===== src/common/hcc_pkg.sv =====
// Shared constants for the host controller control bank and its host-side driver.
// Assumes a single 20 MHz system clock shared by both ends.
package hcc_pkg;
  localparam int HCC_CLK_MHZ = 20;
  localparam int HCC_AW = 12;
  // Control register views and the miscellaneous configuration register
  localparam logic [11:0] HCC_OFF_SET = 12'h050;
  localparam logic [11:0] HCC_OFF_CLR = 12'h054;
  localparam logic [11:0] HCC_OFF_MISC = 12'h0f0;
  // Ranges served by logic that runs from the physical layer clock
  localparam logic [11:0] HCC_PHY_LO1 = 12'h0dc;
  localparam logic [11:0] HCC_PHY_HI1 = 12'h0f0;
  localparam logic [11:0] HCC_PHY_LO2 = 12'h100;
  localparam logic [11:0] HCC_PHY_HI2 = 12'h11c;
  // Control field positions
  localparam int HCC_B_SWAP = 30;
  localparam int HCC_B_PERMIT = 23;
  localparam int HCC_B_ENH = 22;
  localparam int HCC_B_LPS = 19;
  localparam int HCC_B_PW = 18;
  localparam int HCC_B_LINK = 17;
  localparam int HCC_B_SRST = 16;
  localparam int HCC_B_ABT_SUP = 4;
  // Values after hardware reset; self reset restores all but permit and abort suppress
  localparam logic HCC_SWAP_RST = 1'b0;
  localparam logic HCC_ENH_RST = 1'b0;
  localparam logic HCC_LPS_RST = 1'b0;
  localparam logic HCC_PW_RST = 1'b0;
  localparam logic HCC_LINK_RST = 1'b0;
  localparam logic HCC_PERMIT_RST = 1'b0;
  localparam logic HCC_ABT_SUP_RST = 1'b0;
  localparam logic [31:0] HCC_STOPPED_DATA = 32'hffff_ffff;
  // Self reset duration in cycles
  localparam int HCC_SR_CYCLES = 8;
  // Clock settle wait after raising link power status
  localparam int HCC_SETTLE_MS = 10;
  localparam int HCC_SETTLE_CYC = HCC_SETTLE_MS * HCC_CLK_MHZ * 1000;
  // Host-side command registers on the AXI4-Lite port
  localparam logic [7:0] HCC_H_ADDR = 8'h00;
  localparam logic [7:0] HCC_H_WDATA = 8'h04;
  localparam logic [7:0] HCC_H_GO = 8'h08;
  localparam logic [7:0] HCC_H_STATUS = 8'h0c;
  localparam logic [7:0] HCC_H_RDATA = 8'h10;
  localparam logic [7:0] HCC_H_SHADOW = 8'h14;
  localparam int HCC_GO_WE = 0;
  localparam int HCC_GO_START = 1;
  localparam int HCC_GO_BUSRST = 2;
endpackage


===== src/common/hcc_link_if.sv =====
// Register access link between the host-side driver and the control bank.
// Assumes both ends share i_sys_clk; the testbench instantiates and joins them.
`timescale 1ns/10ps
interface hcc_link_if;
  logic req;
  logic we;
  logic [11:0] addr;
  logic [31:0] wdata;
  logic [31:0] rdata;
  logic ack;
  logic abort;
  logic bus_reset_req;
  modport dev (input req, input we, input addr, input wdata, input bus_reset_req,
    output rdata, output ack, output abort);
  modport host (output req, output we, output addr, output wdata, output bus_reset_req,
    input rdata, input ack, input abort);
endinterface


===== src/core/hcc_host_end.sv =====
// Host-side driver for the control bank: software posts one access at a
// time over AXI4-Lite; the driver enforces the programming order.
// Assumes the device answers each request with ack or abort.
//
// The implementer's own choice: the AXI4-Lite register port.
`timescale 1ns/10ps
module hcc_host_end
  import hcc_pkg::*;
#(
  parameter int SETTLE_CYCLES = HCC_SETTLE_CYC
) (
  input wire logic i_sys_clk,
  input wire logic i_rst,
  hcc_link_if.host lnk,
  input wire logic [7:0] i_awaddr,
  input wire logic i_awvalid,
  output logic o_awready,
  input wire logic [31:0] i_wdata,
  input wire logic [3:0] i_wstrb,
  input wire logic i_wvalid,
  output logic o_wready,
  output logic [1:0] o_bresp,
  output logic o_bvalid,
  input wire logic i_bready,
  input wire logic [7:0] i_araddr,
  input wire logic i_arvalid,
  output logic o_arready,
  output logic [31:0] o_rdata,
  output logic [1:0] o_rresp,
  output logic o_rvalid,
  input wire logic i_rready
);
  localparam int CW = $clog2(SETTLE_CYCLES + 1);

  typedef enum logic [1:0] {H_IDLE, H_REQ, H_SETTLE} hcc_hstate_e;

  typedef struct packed {
    hcc_hstate_e st;
    logic awready;
    logic wready;
    logic aw_got;
    logic w_got;
    logic [7:0] awaddr;
    logic [31:0] wbuf;
    logic bvalid;
    logic arready;
    logic rvalid;
    logic [31:0] rdata;
    logic [11:0] cmd_addr;
    logic [31:0] cmd_wdata;
    logic req;
    logic we;
    logic done;
    logic aborted;
    logic refused;
    logic [31:0] ans;
    logic [31:0] shadow;
    logic [CW-1:0] cnt;
    logic bus_rst;
  } hcc_host_s;

  hcc_host_s s_r;
  hcc_host_s s_nxt;

  // Ordering checks on a command before it reaches the device
  function automatic logic cmd_refused(input hcc_host_s s, input logic we_cmd);
    logic is_set;
    logic is_clr;
    is_set = we_cmd && s.cmd_addr == HCC_OFF_SET;
    is_clr = we_cmd && s.cmd_addr == HCC_OFF_CLR;
    cmd_refused = 1'b0;
    if (is_set && s.cmd_wdata[HCC_B_ENH] &&
        !(s.shadow[HCC_B_PERMIT] && s.shadow[HCC_B_LINK])) begin
      cmd_refused = 1'b1;
    end
    if (is_clr && s.cmd_wdata[HCC_B_ENH] && !s.shadow[HCC_B_PERMIT]) begin
      cmd_refused = 1'b1;
    end
    if ((is_set || is_clr) && s.cmd_wdata[HCC_B_PW] && s.shadow[HCC_B_LINK]) begin
      cmd_refused = 1'b1;
    end
  endfunction

  always_comb begin
    logic wr_fire;
    wr_fire = s_r.aw_got && s_r.w_got && !s_r.bvalid;
    s_nxt = s_r;
    s_nxt.bus_rst = 1'b0;
    // Write channels: address and data caught in either order
    if (s_r.awready && i_awvalid) begin
      s_nxt.awready = 1'b0;
      s_nxt.aw_got = 1'b1;
      s_nxt.awaddr = i_awaddr;
    end else if (!s_r.aw_got && !s_r.bvalid) begin
      s_nxt.awready = 1'b1;
    end
    if (s_r.wready && i_wvalid) begin
      s_nxt.wready = 1'b0;
      s_nxt.w_got = 1'b1;
      s_nxt.wbuf = i_wdata;
    end else if (!s_r.w_got && !s_r.bvalid) begin
      s_nxt.wready = 1'b1;
    end
    if (s_r.bvalid && i_bready) begin
      s_nxt.bvalid = 1'b0;
    end
    // Strobes are ignored: each register is written as a whole word
    if (wr_fire) begin
      s_nxt.bvalid = 1'b1;
      s_nxt.aw_got = 1'b0;
      s_nxt.w_got = 1'b0;
      unique case (s_r.awaddr)
        HCC_H_ADDR: s_nxt.cmd_addr = s_r.wbuf[11:0];
        HCC_H_WDATA: s_nxt.cmd_wdata = s_r.wbuf;
        HCC_H_GO: begin
          if (s_r.wbuf[HCC_GO_BUSRST]) begin
            s_nxt.bus_rst = 1'b1;
          end
          if (s_r.wbuf[HCC_GO_START]) begin
            if (s_r.st != H_IDLE || cmd_refused(s_r, s_r.wbuf[HCC_GO_WE])) begin
              s_nxt.refused = 1'b1;
            end else begin
              s_nxt.st = H_REQ;
              s_nxt.req = 1'b1;
              s_nxt.we = s_r.wbuf[HCC_GO_WE];
              s_nxt.done = 1'b0;
              s_nxt.aborted = 1'b0;
              s_nxt.refused = 1'b0;
            end
          end
        end
        default: ;
      endcase
    end
    // Read channel
    if (s_r.rvalid && i_rready) begin
      s_nxt.rvalid = 1'b0;
    end else if (s_r.arready && i_arvalid) begin
      s_nxt.arready = 1'b0;
      s_nxt.rvalid = 1'b1;
      unique case (i_araddr)
        HCC_H_ADDR: s_nxt.rdata = {20'h00000, s_r.cmd_addr};
        HCC_H_WDATA: s_nxt.rdata = s_r.cmd_wdata;
        HCC_H_STATUS: s_nxt.rdata = {27'h0000000, s_r.st == H_SETTLE, s_r.refused,
          s_r.aborted, s_r.done, s_r.st != H_IDLE};
        HCC_H_RDATA: s_nxt.rdata = s_r.ans;
        HCC_H_SHADOW: s_nxt.rdata = s_r.shadow;
        default: s_nxt.rdata = '0;
      endcase
    end else if (!s_r.rvalid && !s_r.arready) begin
      s_nxt.arready = 1'b1;
    end
    // Link sequencing
    unique case (s_r.st)
      H_IDLE: ;
      H_REQ: begin
        if (lnk.abort) begin
          s_nxt.req = 1'b0;
          s_nxt.aborted = 1'b1;
          s_nxt.st = H_IDLE;
        end else if (lnk.ack) begin
          s_nxt.req = 1'b0;
          s_nxt.done = 1'b1;
          s_nxt.ans = lnk.rdata;
          s_nxt.st = H_IDLE;
          if (s_r.cmd_addr == HCC_OFF_SET || s_r.cmd_addr == HCC_OFF_CLR) begin
            if (!s_r.we) begin
              s_nxt.shadow = lnk.rdata;
            end else if (s_r.cmd_addr == HCC_OFF_SET) begin
              s_nxt.shadow = s_r.shadow | (s_r.cmd_wdata & ~(32'h1 << HCC_B_PERMIT));
              if (s_r.cmd_wdata[HCC_B_LPS]) begin
                s_nxt.cnt = CW'(SETTLE_CYCLES);
                s_nxt.st = H_SETTLE;
              end
              if (s_r.cmd_wdata[HCC_B_LINK]) begin
                s_nxt.bus_rst = 1'b1;
              end
            end else begin
              s_nxt.shadow = s_r.shadow & ~s_r.cmd_wdata;
            end
          end
        end
      end
      H_SETTLE: begin
        s_nxt.cnt = s_r.cnt - CW'(1);
        if (s_r.cnt == CW'(1)) begin
          s_nxt.st = H_IDLE;
        end
      end
      default: s_nxt.st = H_IDLE;
    endcase
  end

  always_ff @(posedge i_sys_clk) begin
    if (i_rst) begin
      s_r <= '0;
    end else begin
      s_r <= s_nxt;
    end
  end

  assign lnk.req = s_r.req;
  assign lnk.we = s_r.we;
  assign lnk.addr = s_r.cmd_addr;
  assign lnk.wdata = s_r.cmd_wdata;
  assign lnk.bus_reset_req = s_r.bus_rst;
  assign o_awready = s_r.awready;
  assign o_wready = s_r.wready;
  assign o_bvalid = s_r.bvalid;
  assign o_bresp = 2'h0;
  assign o_arready = s_r.arready;
  assign o_rvalid = s_r.rvalid;
  assign o_rdata = s_r.rdata;
  assign o_rresp = 2'h0;
endmodule


===== src/flat_wrapper.sv =====
// flat-port wrapper written by rule: the top's interface ports become plain ports
module hcc_host_end_flat import hcc_pkg::*;
#(
  parameter int SETTLE_CYCLES = HCC_SETTLE_CYC
)
  (i_sys_clk, i_rst, i_awaddr, i_awvalid, o_awready, i_wdata, i_wstrb, i_wvalid, o_wready, o_bresp, o_bvalid, i_bready, i_araddr, i_arvalid, o_arready, o_rdata, o_rresp, o_rvalid, i_rready, lnk_req, lnk_we, lnk_addr, lnk_wdata, lnk_bus_reset_req, lnk_rdata, lnk_ack, lnk_abort);
  hcc_link_if lnk_i ();
  input wire logic i_sys_clk;
  input wire logic i_rst;
  input wire logic [7:0] i_awaddr;
  input wire logic i_awvalid;
  output logic o_awready;
  input wire logic [31:0] i_wdata;
  input wire logic [3:0] i_wstrb;
  input wire logic i_wvalid;
  output logic o_wready;
  output logic [1:0] o_bresp;
  output logic o_bvalid;
  input wire logic i_bready;
  input wire logic [7:0] i_araddr;
  input wire logic i_arvalid;
  output logic o_arready;
  output logic [31:0] o_rdata;
  output logic [1:0] o_rresp;
  output logic o_rvalid;
  input wire logic i_rready;
  output wire logic [$bits(lnk_i.req)-1:0] lnk_req;
  output wire logic [$bits(lnk_i.we)-1:0] lnk_we;
  output wire logic [$bits(lnk_i.addr)-1:0] lnk_addr;
  output wire logic [$bits(lnk_i.wdata)-1:0] lnk_wdata;
  output wire logic [$bits(lnk_i.bus_reset_req)-1:0] lnk_bus_reset_req;
  input wire logic [$bits(lnk_i.rdata)-1:0] lnk_rdata;
  input wire logic [$bits(lnk_i.ack)-1:0] lnk_ack;
  input wire logic [$bits(lnk_i.abort)-1:0] lnk_abort;
  assign lnk_req = lnk_i.req;
  assign lnk_we = lnk_i.we;
  assign lnk_addr = lnk_i.addr;
  assign lnk_wdata = lnk_i.wdata;
  assign lnk_bus_reset_req = lnk_i.bus_reset_req;
  assign lnk_i.rdata = lnk_rdata;
  assign lnk_i.ack = lnk_ack;
  assign lnk_i.abort = lnk_abort;
  hcc_host_end #(.SETTLE_CYCLES(SETTLE_CYCLES)) u_core (.i_sys_clk(i_sys_clk), .i_rst(i_rst), .lnk(lnk_i), .i_awaddr(i_awaddr), .i_awvalid(i_awvalid), .o_awready(o_awready), .i_wdata(i_wdata), .i_wstrb(i_wstrb), .i_wvalid(i_wvalid), .o_wready(o_wready), .o_bresp(o_bresp), .o_bvalid(o_bvalid), .i_bready(i_bready), .i_araddr(i_araddr), .i_arvalid(i_arvalid), .o_arready(o_arready), .o_rdata(o_rdata), .o_rresp(o_rresp), .o_rvalid(o_rvalid), .i_rready(i_rready));
endmodule

===== config.mk =====
export PLATFORM = sky130hd
export DESIGN_NAME = hcc_host_end_flat
export DESIGN_NICKNAME = d
export VERILOG_FILES = /design/src/common/hcc_pkg.sv /design/src/common/hcc_link_if.sv /design/src/core/hcc_host_end.sv /design/src/flat_wrapper.sv
export SDC_FILE = /design/constraint.sdc
export NUM_CORES = 1
export LEC_CHECK = 0
export BUFFER_PORTS_ARGS = -buffer_cell sky130_fd_sc_hd__buf_2
export CORE_UTILIZATION = 45
export DETAILED_ROUTE_END_ITERATION = 16
export PLACE_DENSITY = 0.67
export SYNTH_ARGS = -nofsm -noshare
export SYNTH_HDL_FRONTEND = slang
export SYNTH_SLANG_ARGS = --single-unit

===== constraint.sdc =====
create_clock -name i_sys_clk -period 2.8 [get_ports i_sys_clk]
set_input_delay 0.28 -clock i_sys_clk [delete_from_list [all_inputs] [get_ports i_sys_clk]]
set_output_delay 0.28 -clock i_sys_clk [all_outputs]
set_load 0.01 [all_outputs]

==> summary.txt, run 1 <==
Power
  – Pleak: 4.43 nW
  – Max VDD drop: 335 uV
  – Pwr per Cell Area: 636 nW/um^2
  – Total power draw: 7.00 mW
  – Clock power frac: 51.0%
  – Net Sw Power: 1.48 mW
  – Internal power: 5.52 mW
  – Sequential power share: 44.4%
  – Switching portion of total power: 21.2%
  – Combinational share of power: 4.6%

STA
  – Final Critical Period: 2350 ps
  – Actual slew at the worst max-slew pin: 606 ps
  – Final Hold Violating Endpoints: 0
  – Final period utilization: 83.9%
  – Setup TNS Final: 0 ps
  – Unrepaired setup endpoints after global routing: false
  – Maximum clock rate: 426 MHz
  – Endpoints failing setup: 0
  – Max_slew headroom: 59.6%
  – Final Max Slew Viols: 0
  – Skew final: 15.3 ps

Critical path
  – CP startpoint kind: flip-flop
  – Reg2reg start: u_core.lnk.addr[8]$_SDFFE_PP0P_
  – CP startpoint: u_core.lnk.addr[8]$_SDFFE_PP0P_
  – Crit. End Element: flip-flop
  – Worst Path Required: 3170 ps
  – Reg2Reg Setup Slack: 450 ps
  – WP data arrival: 2720 ps
  – Critical path fanouts, max: 11
  – Crit path kind: flip-flop to flip-flop

CTS
  – Post-CTS Resized: 0
  – CTS tree: done
  – Clock-pin slew on the worst setup and hold paths: 60 ps
  – Clk_lat worst skew: 510 ps
  – Clock Path Buffers: 3
  – Postcts setup bufs: 0
  – CTS sink cnt: 213
  – CTS root buffer: clkbuf_16
  – CTS Buf Count: 24
  – CTS HTree Levels: 1

Final layout
  – Highest-count cells in the layout ignoring fill and taps: dfxtp_1 (213), nand2_1 (184), buf_2 (171), a21oi_1 (122), nor2_1 (84)
  – Commonest non-fill, non-tap cell in the layout: dfxtp_1
  – Layout cell share with drive strength beyond 1: 21.8%
  – Syn-to-layout area delta: 16.2%
  – Final core utilization: 53.9%
  – Nets: 1303
  – Final Non-Filler Cells: 1496
  – Post-route cell area: 11000 um^2

Die
  – I/O pin total: 181
  – Die footprint: 21700 um^2
  – Row Count: 52
  – Initial Utilization: 46.4%
  – Die W: 147 um
  – Die height: 147 um
  – Core region area: 20400 um^2

Global routing
  – Initial antenna violation count: 3
  – Vias in the first global route: 7704
  – Global Route Usage Sum: 24.0%
  – Largest net degree at the start of global routing: 91
  – Gr ovfl total: 0
  – First-pass GRT wire length: 41.5 mm

Detailed routing
  – Vias/cell: 5.53
  – Drt first pass iters: 7
  – Routed WL per cell: 17.7 um
  – DRT Wirelength: 26.5 mm
  – Initial drt markers: 665
  – Routed Antenna Nets: 0
  – DRC: 0
  – Via count: 8267

Synth
  – Cells after Synth: 1128
  – Synth Flop Type: dfxtp_1
  – Warnings from Yosys: 0
  – Syn avg cell area: 8.41 um^2
  – Sequential fraction of the synthesis area: 45.0%
  – Distinct cells, synth: 56
  – Post-synth EDFFs: 0
  – Ys async rst share: 0%
  – #FFs+latches synth: 213
  – Mapped Area: 9480 um^2

Status
  – Status: complete, no violations

Placed design
  – Port bufs: 172
  – Dpl cells: 1449
  – Placed Area: 10100 um^2
  – DP HPWL: 17.5 mm
  – Final GP Congestion: 0.810

Min path
  – Hold Path Origin: i_wdata[12]
  – Hold WC Path Type: primary input to flip-flop

Job
  – Maxcap violations: 0
## routing by layer
layer	GRT usage (%)	vias up	share of wire [%]
li1	-	4027	-
met1	32.4	3898	45
met2	38.9	294	46
met3	3.98	46	6.4
met4	7.58	2	2.3
met5	0	-	0.038
## path summary, 6_finish.rpt
check / to / cells after the start
worst max-delay path: u_core.s_r[5]$_SDFFE_PP0P_ / 5
worst min-delay path: u_core.s_r[179]$_SDFFE_PP0P_ / 3
worst max register to register: u_core.s_r[5]$_SDFFE_PP0P_ / 5
worst min register to register: u_core.o_rdata[24]$_SDFFE_PP0P_ / 2
## stage by stage
stage,worst slack (ps),hold slack (ps)
after floorplan,731,416
final,452,13.4
after global placement,534,429
after global routing,330,4.44
after detailed placement,490,437
after CTS,479,1.84
## Yosys cell counts, types with 3 or more instances
library cell,number,area [um^2]
clkbuf_1,57,214
nand2_1,184,691
a211oi_1,35,263
o22ai_1,5,31.3
and2_1,4,25.0
nor2_1,85,319
dfxtp_1,213,4260
o41ai_1,3,26.3
buf_1,8,30.0
o21ai_1,3,15.0
buf_4,82,616
a21oi_1,122,611
a222oi_1,6,60.1
nor3_1,27,135
a21boi_0,29,218
or3_1,5,31.3
a221oi_1,22,193
nor2b_1,7,43.8
nor4_1,4,25.0
nand2b_1,22,138
inv_1,20,75.1
o21ai_0,33,165
nand3_1,14,70.1
o311ai_0,3,26.3
or4_1,11,82.6
or2_2,4,25.0
nand3b_1,5,37.5
mux2_2,6,67.6
buf_2,10,50.1
a22oi_1,18,135
mux2i_1,46,460
## power groups by stage
stage	Sequential [mW]	Combinational, mW	Clock [mW]
2_1_floorplan	3.17	0.186	0
3_3_place_gp	3.17	0.317	0
3_5_place_dp	3.18	0.319	0
4_1_cts	3.11	0.325	3.62
5_1_grt	3.11	0.357	3.76
6_report	3.11	0.324	3.57
## critical path: stages, from the launching register on
cell and delay [ps]:
dfxtp_1 340, or4_1 690, nor4_4 360, nand3_1 450
o311ai_0 270, a21oi_1 100
## repair_timing
action                     in CTS  in global routing
hold endpoints to repair        3                  0
hold buffers                    3                  0
setup endpoints to repair       0                  0
## logic make-up after synthesis
kind of cell	count (synthesis)	synth area share (%)
compound gates	293	19.7
fa+ha+maj	2	0.264
buf+inv	177	10.4
flops	213	45.0
mux	52	5.57
other cells	1	0.0396
simple gates	390	19.1
## layout make-up
cell class,instances,area (um^2)
Clock inverter,10,200
Multi-Input combinational cell,741,4260
Fill cell,1942,9410
Tap cell,270,338
Sequential cell,213,4260
Antenna cell,2,5.00
Timing Repair Buffer,208,1160
Inverter,20,75.1
Clock buffer,32,712
(Power assumes the default switching activity.)
==> run 2, diff against run 1 <==
==> constraint.sdc (replaced) <==
create_clock -name i_sys_clk -period 2.24 [get_ports i_sys_clk]
set_input_delay 0.224 -clock i_sys_clk [delete_from_list [all_inputs] [get_ports i_sys_clk]]
set_output_delay 0.224 -clock i_sys_clk [all_outputs]
set_load 0.01 [all_outputs]
==> run 2 against run 1 <==
- routed wire length is 0.85% higher
- register-to-register slack got worse by 370 ps
- clock power grew 7.6%
- via count increased by 3.8%
- die area unchanged
- global-route usage is 0.42 points higher
- cell count increased by 5.6%
- clock-buffer cell count decreased by 1
- largest cell class is now multi-input gates
- sequential cell count did not move
- design area grew 6.4%
==> summary.txt, run 2 (synthesis results as in run 1) <==
Detailed routing
  – Vias/cell: 5.43 (was 5.53)
  – Initial drt markers: 540 (was 665)
  – DRT Wirelength: 26.7 mm (was 26.5 mm)
  – Via count: 8584 (was 8267)
  – Routed WL per cell: 16.9 um (was 17.7 um)
  – DRC: 0 (unchanged)
  – Drt first pass iters: 5 (was 7)
  – Routed Antenna Nets: 0 (unchanged)

Global routing
  – Gr ovfl total: 0 (unchanged)
  – Initial antenna violation count: 2 (was 3)
  – Global Route Usage Sum: 24.4% (was 24.0%)
  – Vias in the first global route: 8144 (was 7704)
  – Largest net degree at the start of global routing: 91 (unchanged)
  – First-pass GRT wire length: 42.8 mm (was 41.5 mm)

Critical path
  – WP data arrival: 2530 ps (was 2720 ps)
  – Cell family with most CP delay: simple AND/OR/NAND/NOR gates (unchanged)
  – Reg2Reg Depth: 5 (unchanged)
  – R2r endpoint: u_core.s_r[84]$_SDFF_PP0_ (was u_core.s_r[5]$_SDFFE_PP0P_)
  – Worst path max stage delay: 550 ps (was 690 ps)
  – Critical Path, Cell by Cell: or4_4 -> or4_4 -> a311o_2 -> a22oi_1 -> nor2_1 (was or4_1 -> nor4_4 -> nand3_1 -> o311ai_0 -> a21oi_1)
  – Crit path depth: 5 (unchanged)
  – Critical path fanouts, max: 6 (was 11)
  – Crit. End Element: flip-flop (unchanged)
  – Worst Path Required: 2620 ps (was 3170 ps)
  – Reg2Reg Setup Slack: 90 ps (was 450 ps)
  – Crit path kind: flip-flop to flip-flop (unchanged)
  – Crit path top cell by count: or4_4
  – CP bufs+invs: 0 (unchanged)
  – Reg2reg start: u_core.s_r[206]$_SDFFE_PP0P_ (was u_core.lnk.addr[8]$_SDFFE_PP0P_)
  – Slowest CP cell: or4_4 (was or4_1)
  – CP startpoint kind: flip-flop (unchanged)

STA
  – Skew final: 17.7 ps (was 15.3 ps)
  – Endpoints failing setup: 0 (unchanged)
  – Min Hold Slack: 17.7 ps (was 13.4 ps)
  – Setup TNS Final: 0 ps (unchanged)
  – Final Hold Violating Endpoints: 0 (unchanged)
  – Maximum clock rate: 464 MHz (was 426 MHz)
  – Final Critical Period: 2150 ps (was 2350 ps)
  – Max_slew headroom: 49.7% (was 59.6%)
  – Setup WS post-layout: 86.9 ps (was 452 ps)
  – Actual slew at the worst max-slew pin: 754 ps (was 606 ps)
  – Final Max Slew Viols: 0 (unchanged)
  – Unrepaired setup endpoints after global routing: false (unchanged)
  – Final period utilization: 96.1% (was 83.9%)

CTS
  – Clk_lat worst skew: 520 ps (was 510 ps)
  – Postcts setup bufs: 0 (unchanged)
  – Clock-pin slew on the worst setup and hold paths: 60 ps (about the same)
  – CTS Buf Count: 23 (was 24)
  – CTS tree: done (unchanged)
  – CTS root buffer: clkbuf_16 (unchanged)
  – CTS HTree Levels: 1 (unchanged)
  – Clock Path Buffers: 3 (unchanged)
  – CTS sink cnt: 213 (unchanged)

Min path
  – Hold Path Origin: i_rready (was i_wdata[12])
  – Hold WC Path Type: primary input to flip-flop (unchanged)
  – Hold EP: u_core.o_rvalid$_SDFFE_PP0P_ (was u_core.s_r[179]$_SDFFE_PP0P_)
  – Hold Crit Depth: 3 (unchanged)

Placed design
  – Final GP Congestion: 0.816 (was 0.810)
  – Place WS: 54.4 ps (was 490 ps)
  – Port bufs: 172 (unchanged)
  – DP HPWL: 17.5 mm (about the same)

Die
  – I/O pin total: 181 (unchanged)
  – Initial Utilization: 46.4% (unchanged)
  – Die W: 147 um (unchanged)
  – Die height: 147 um (unchanged)
  – Row Count: 52 (unchanged)
  – Die footprint: 21700 um^2 (unchanged)
  – Core region area: 20400 um^2 (unchanged)

Final layout
  – Final core utilization: 57.4% (was 53.9%)
  – Nets: 1390 (was 1303)
  – Layout cell share with drive strength beyond 1: 21.5% (was 21.8%)
  – # diodes: 0 (was 2)
  – Area of the multi-input gates: 4270 um^2 (was 4260 um^2)
  – Fill cell count: 1877 (was 1942)
  – Register area: 4260 um^2 (unchanged)
  – Highest-count cells in the layout ignoring fill and taps: dfxtp_1 (213), nand2_1 (184), buf_2 (171), a21oi_1 (122), nor2_1 (84) (unchanged)
  – Syn-to-layout area delta: 23.6% (was 16.2%)
  – Commonest non-fill, non-tap cell in the layout: dfxtp_1 (unchanged)

Job
  – Maxcap violations: 0 (unchanged)

Power
  – Total power draw: 8.23 mW (was 7.00 mW)
  – Pwr per Cell Area: 702 nW/um^2 (was 636 nW/um^2)
  – Max VDD drop: 482 uV (was 335 uV)
  – Pleak: 4.75 nW (was 4.43 nW)

Status
  – Status: complete, no violations (unchanged)
[run 2: cell types whose count changed in the layout (fill, tap and decap cells not counted), sizes merged]
cell	delta
dlygate4sd3	+69
buf	+19
bufinv	-3
diode	-2
clkbuf	-1
clkinv	+1
inv	+1
[run 2: how the worst max path moves through the flow]
| stage | startpoint | end |
|---|---|---|
| after detailed placement | u_core.s_r[206]$_SDFFE_PP0P_ | u_core.s_r[84]$_SDFF_PP0_ |
| after global placement | u_core.s_r[206]$_SDFFE_PP0P_ | u_core.lnk.we$_SDFFE_PP0P_ |
| after CTS | u_core.s_r[206]$_SDFFE_PP0P_ | u_core.s_r[84]$_SDFF_PP0_ |
| after global routing | u_core.s_r[206]$_SDFFE_PP0P_ | u_core.s_r[84]$_SDFF_PP0_ |
| after floorplan | u_core.s_r[206]$_SDFFE_PP0P_ | u_core.lnk.we$_SDFFE_PP0P_ |
| final | u_core.s_r[206]$_SDFFE_PP0P_ | u_core.s_r[84]$_SDFF_PP0_ |
[run 2: layout make-up]
type,instances,area share [%]
flip-flops and latches,213,36.4
well taps,270,2.88
clock inverters,9,1.06
multi-input cells,741,36.4
clock buffers,31,5.42
repair buffers,296,17.2
inverters,20,0.640
[run 2: per-stage QoR]
step                cells  area (um^2)
finish               1580        11700
global placement     1468        10200
detailed placement   1468        10200
global route         1580        11700
floorplan            1131         9490
CTS                  1580        11700
[run 2: repair_timing]
item / in CTS / in global routing
endpoints found under the hold margin: 73 / 0
gates resized for setup: 0 / 1
endpoints found under the setup margin: 0 / 3
hold buffers: 72 / 0
[run 2: worst reg2reg max path, cell delays in order, from the launching register on]
cell and delay, ps:
dfxtp_1 310, or4_4 550, or4_4 550, a311o_2 400, a22oi_1 170, nor2_1 50
[run 2: layer usage]
layer	track usage (%)	vias to the layer above	part of all wire (%)
met1	33.1	4034	44
met3	3.42	49	6.8
met2	40.0	296	47
li1	-	4203	-
met5	0	-	0.037
met4	7.42	2	2.3
[run 2: power breakdown]
group	switching, mW	leakage, nW	internal (mW)
Sequential	0.0439	1.72	3.84
Clock	1.51	0.377	2.33
Combinational	0.267	2.65	0.238
Total	1.83	4.75	6.41
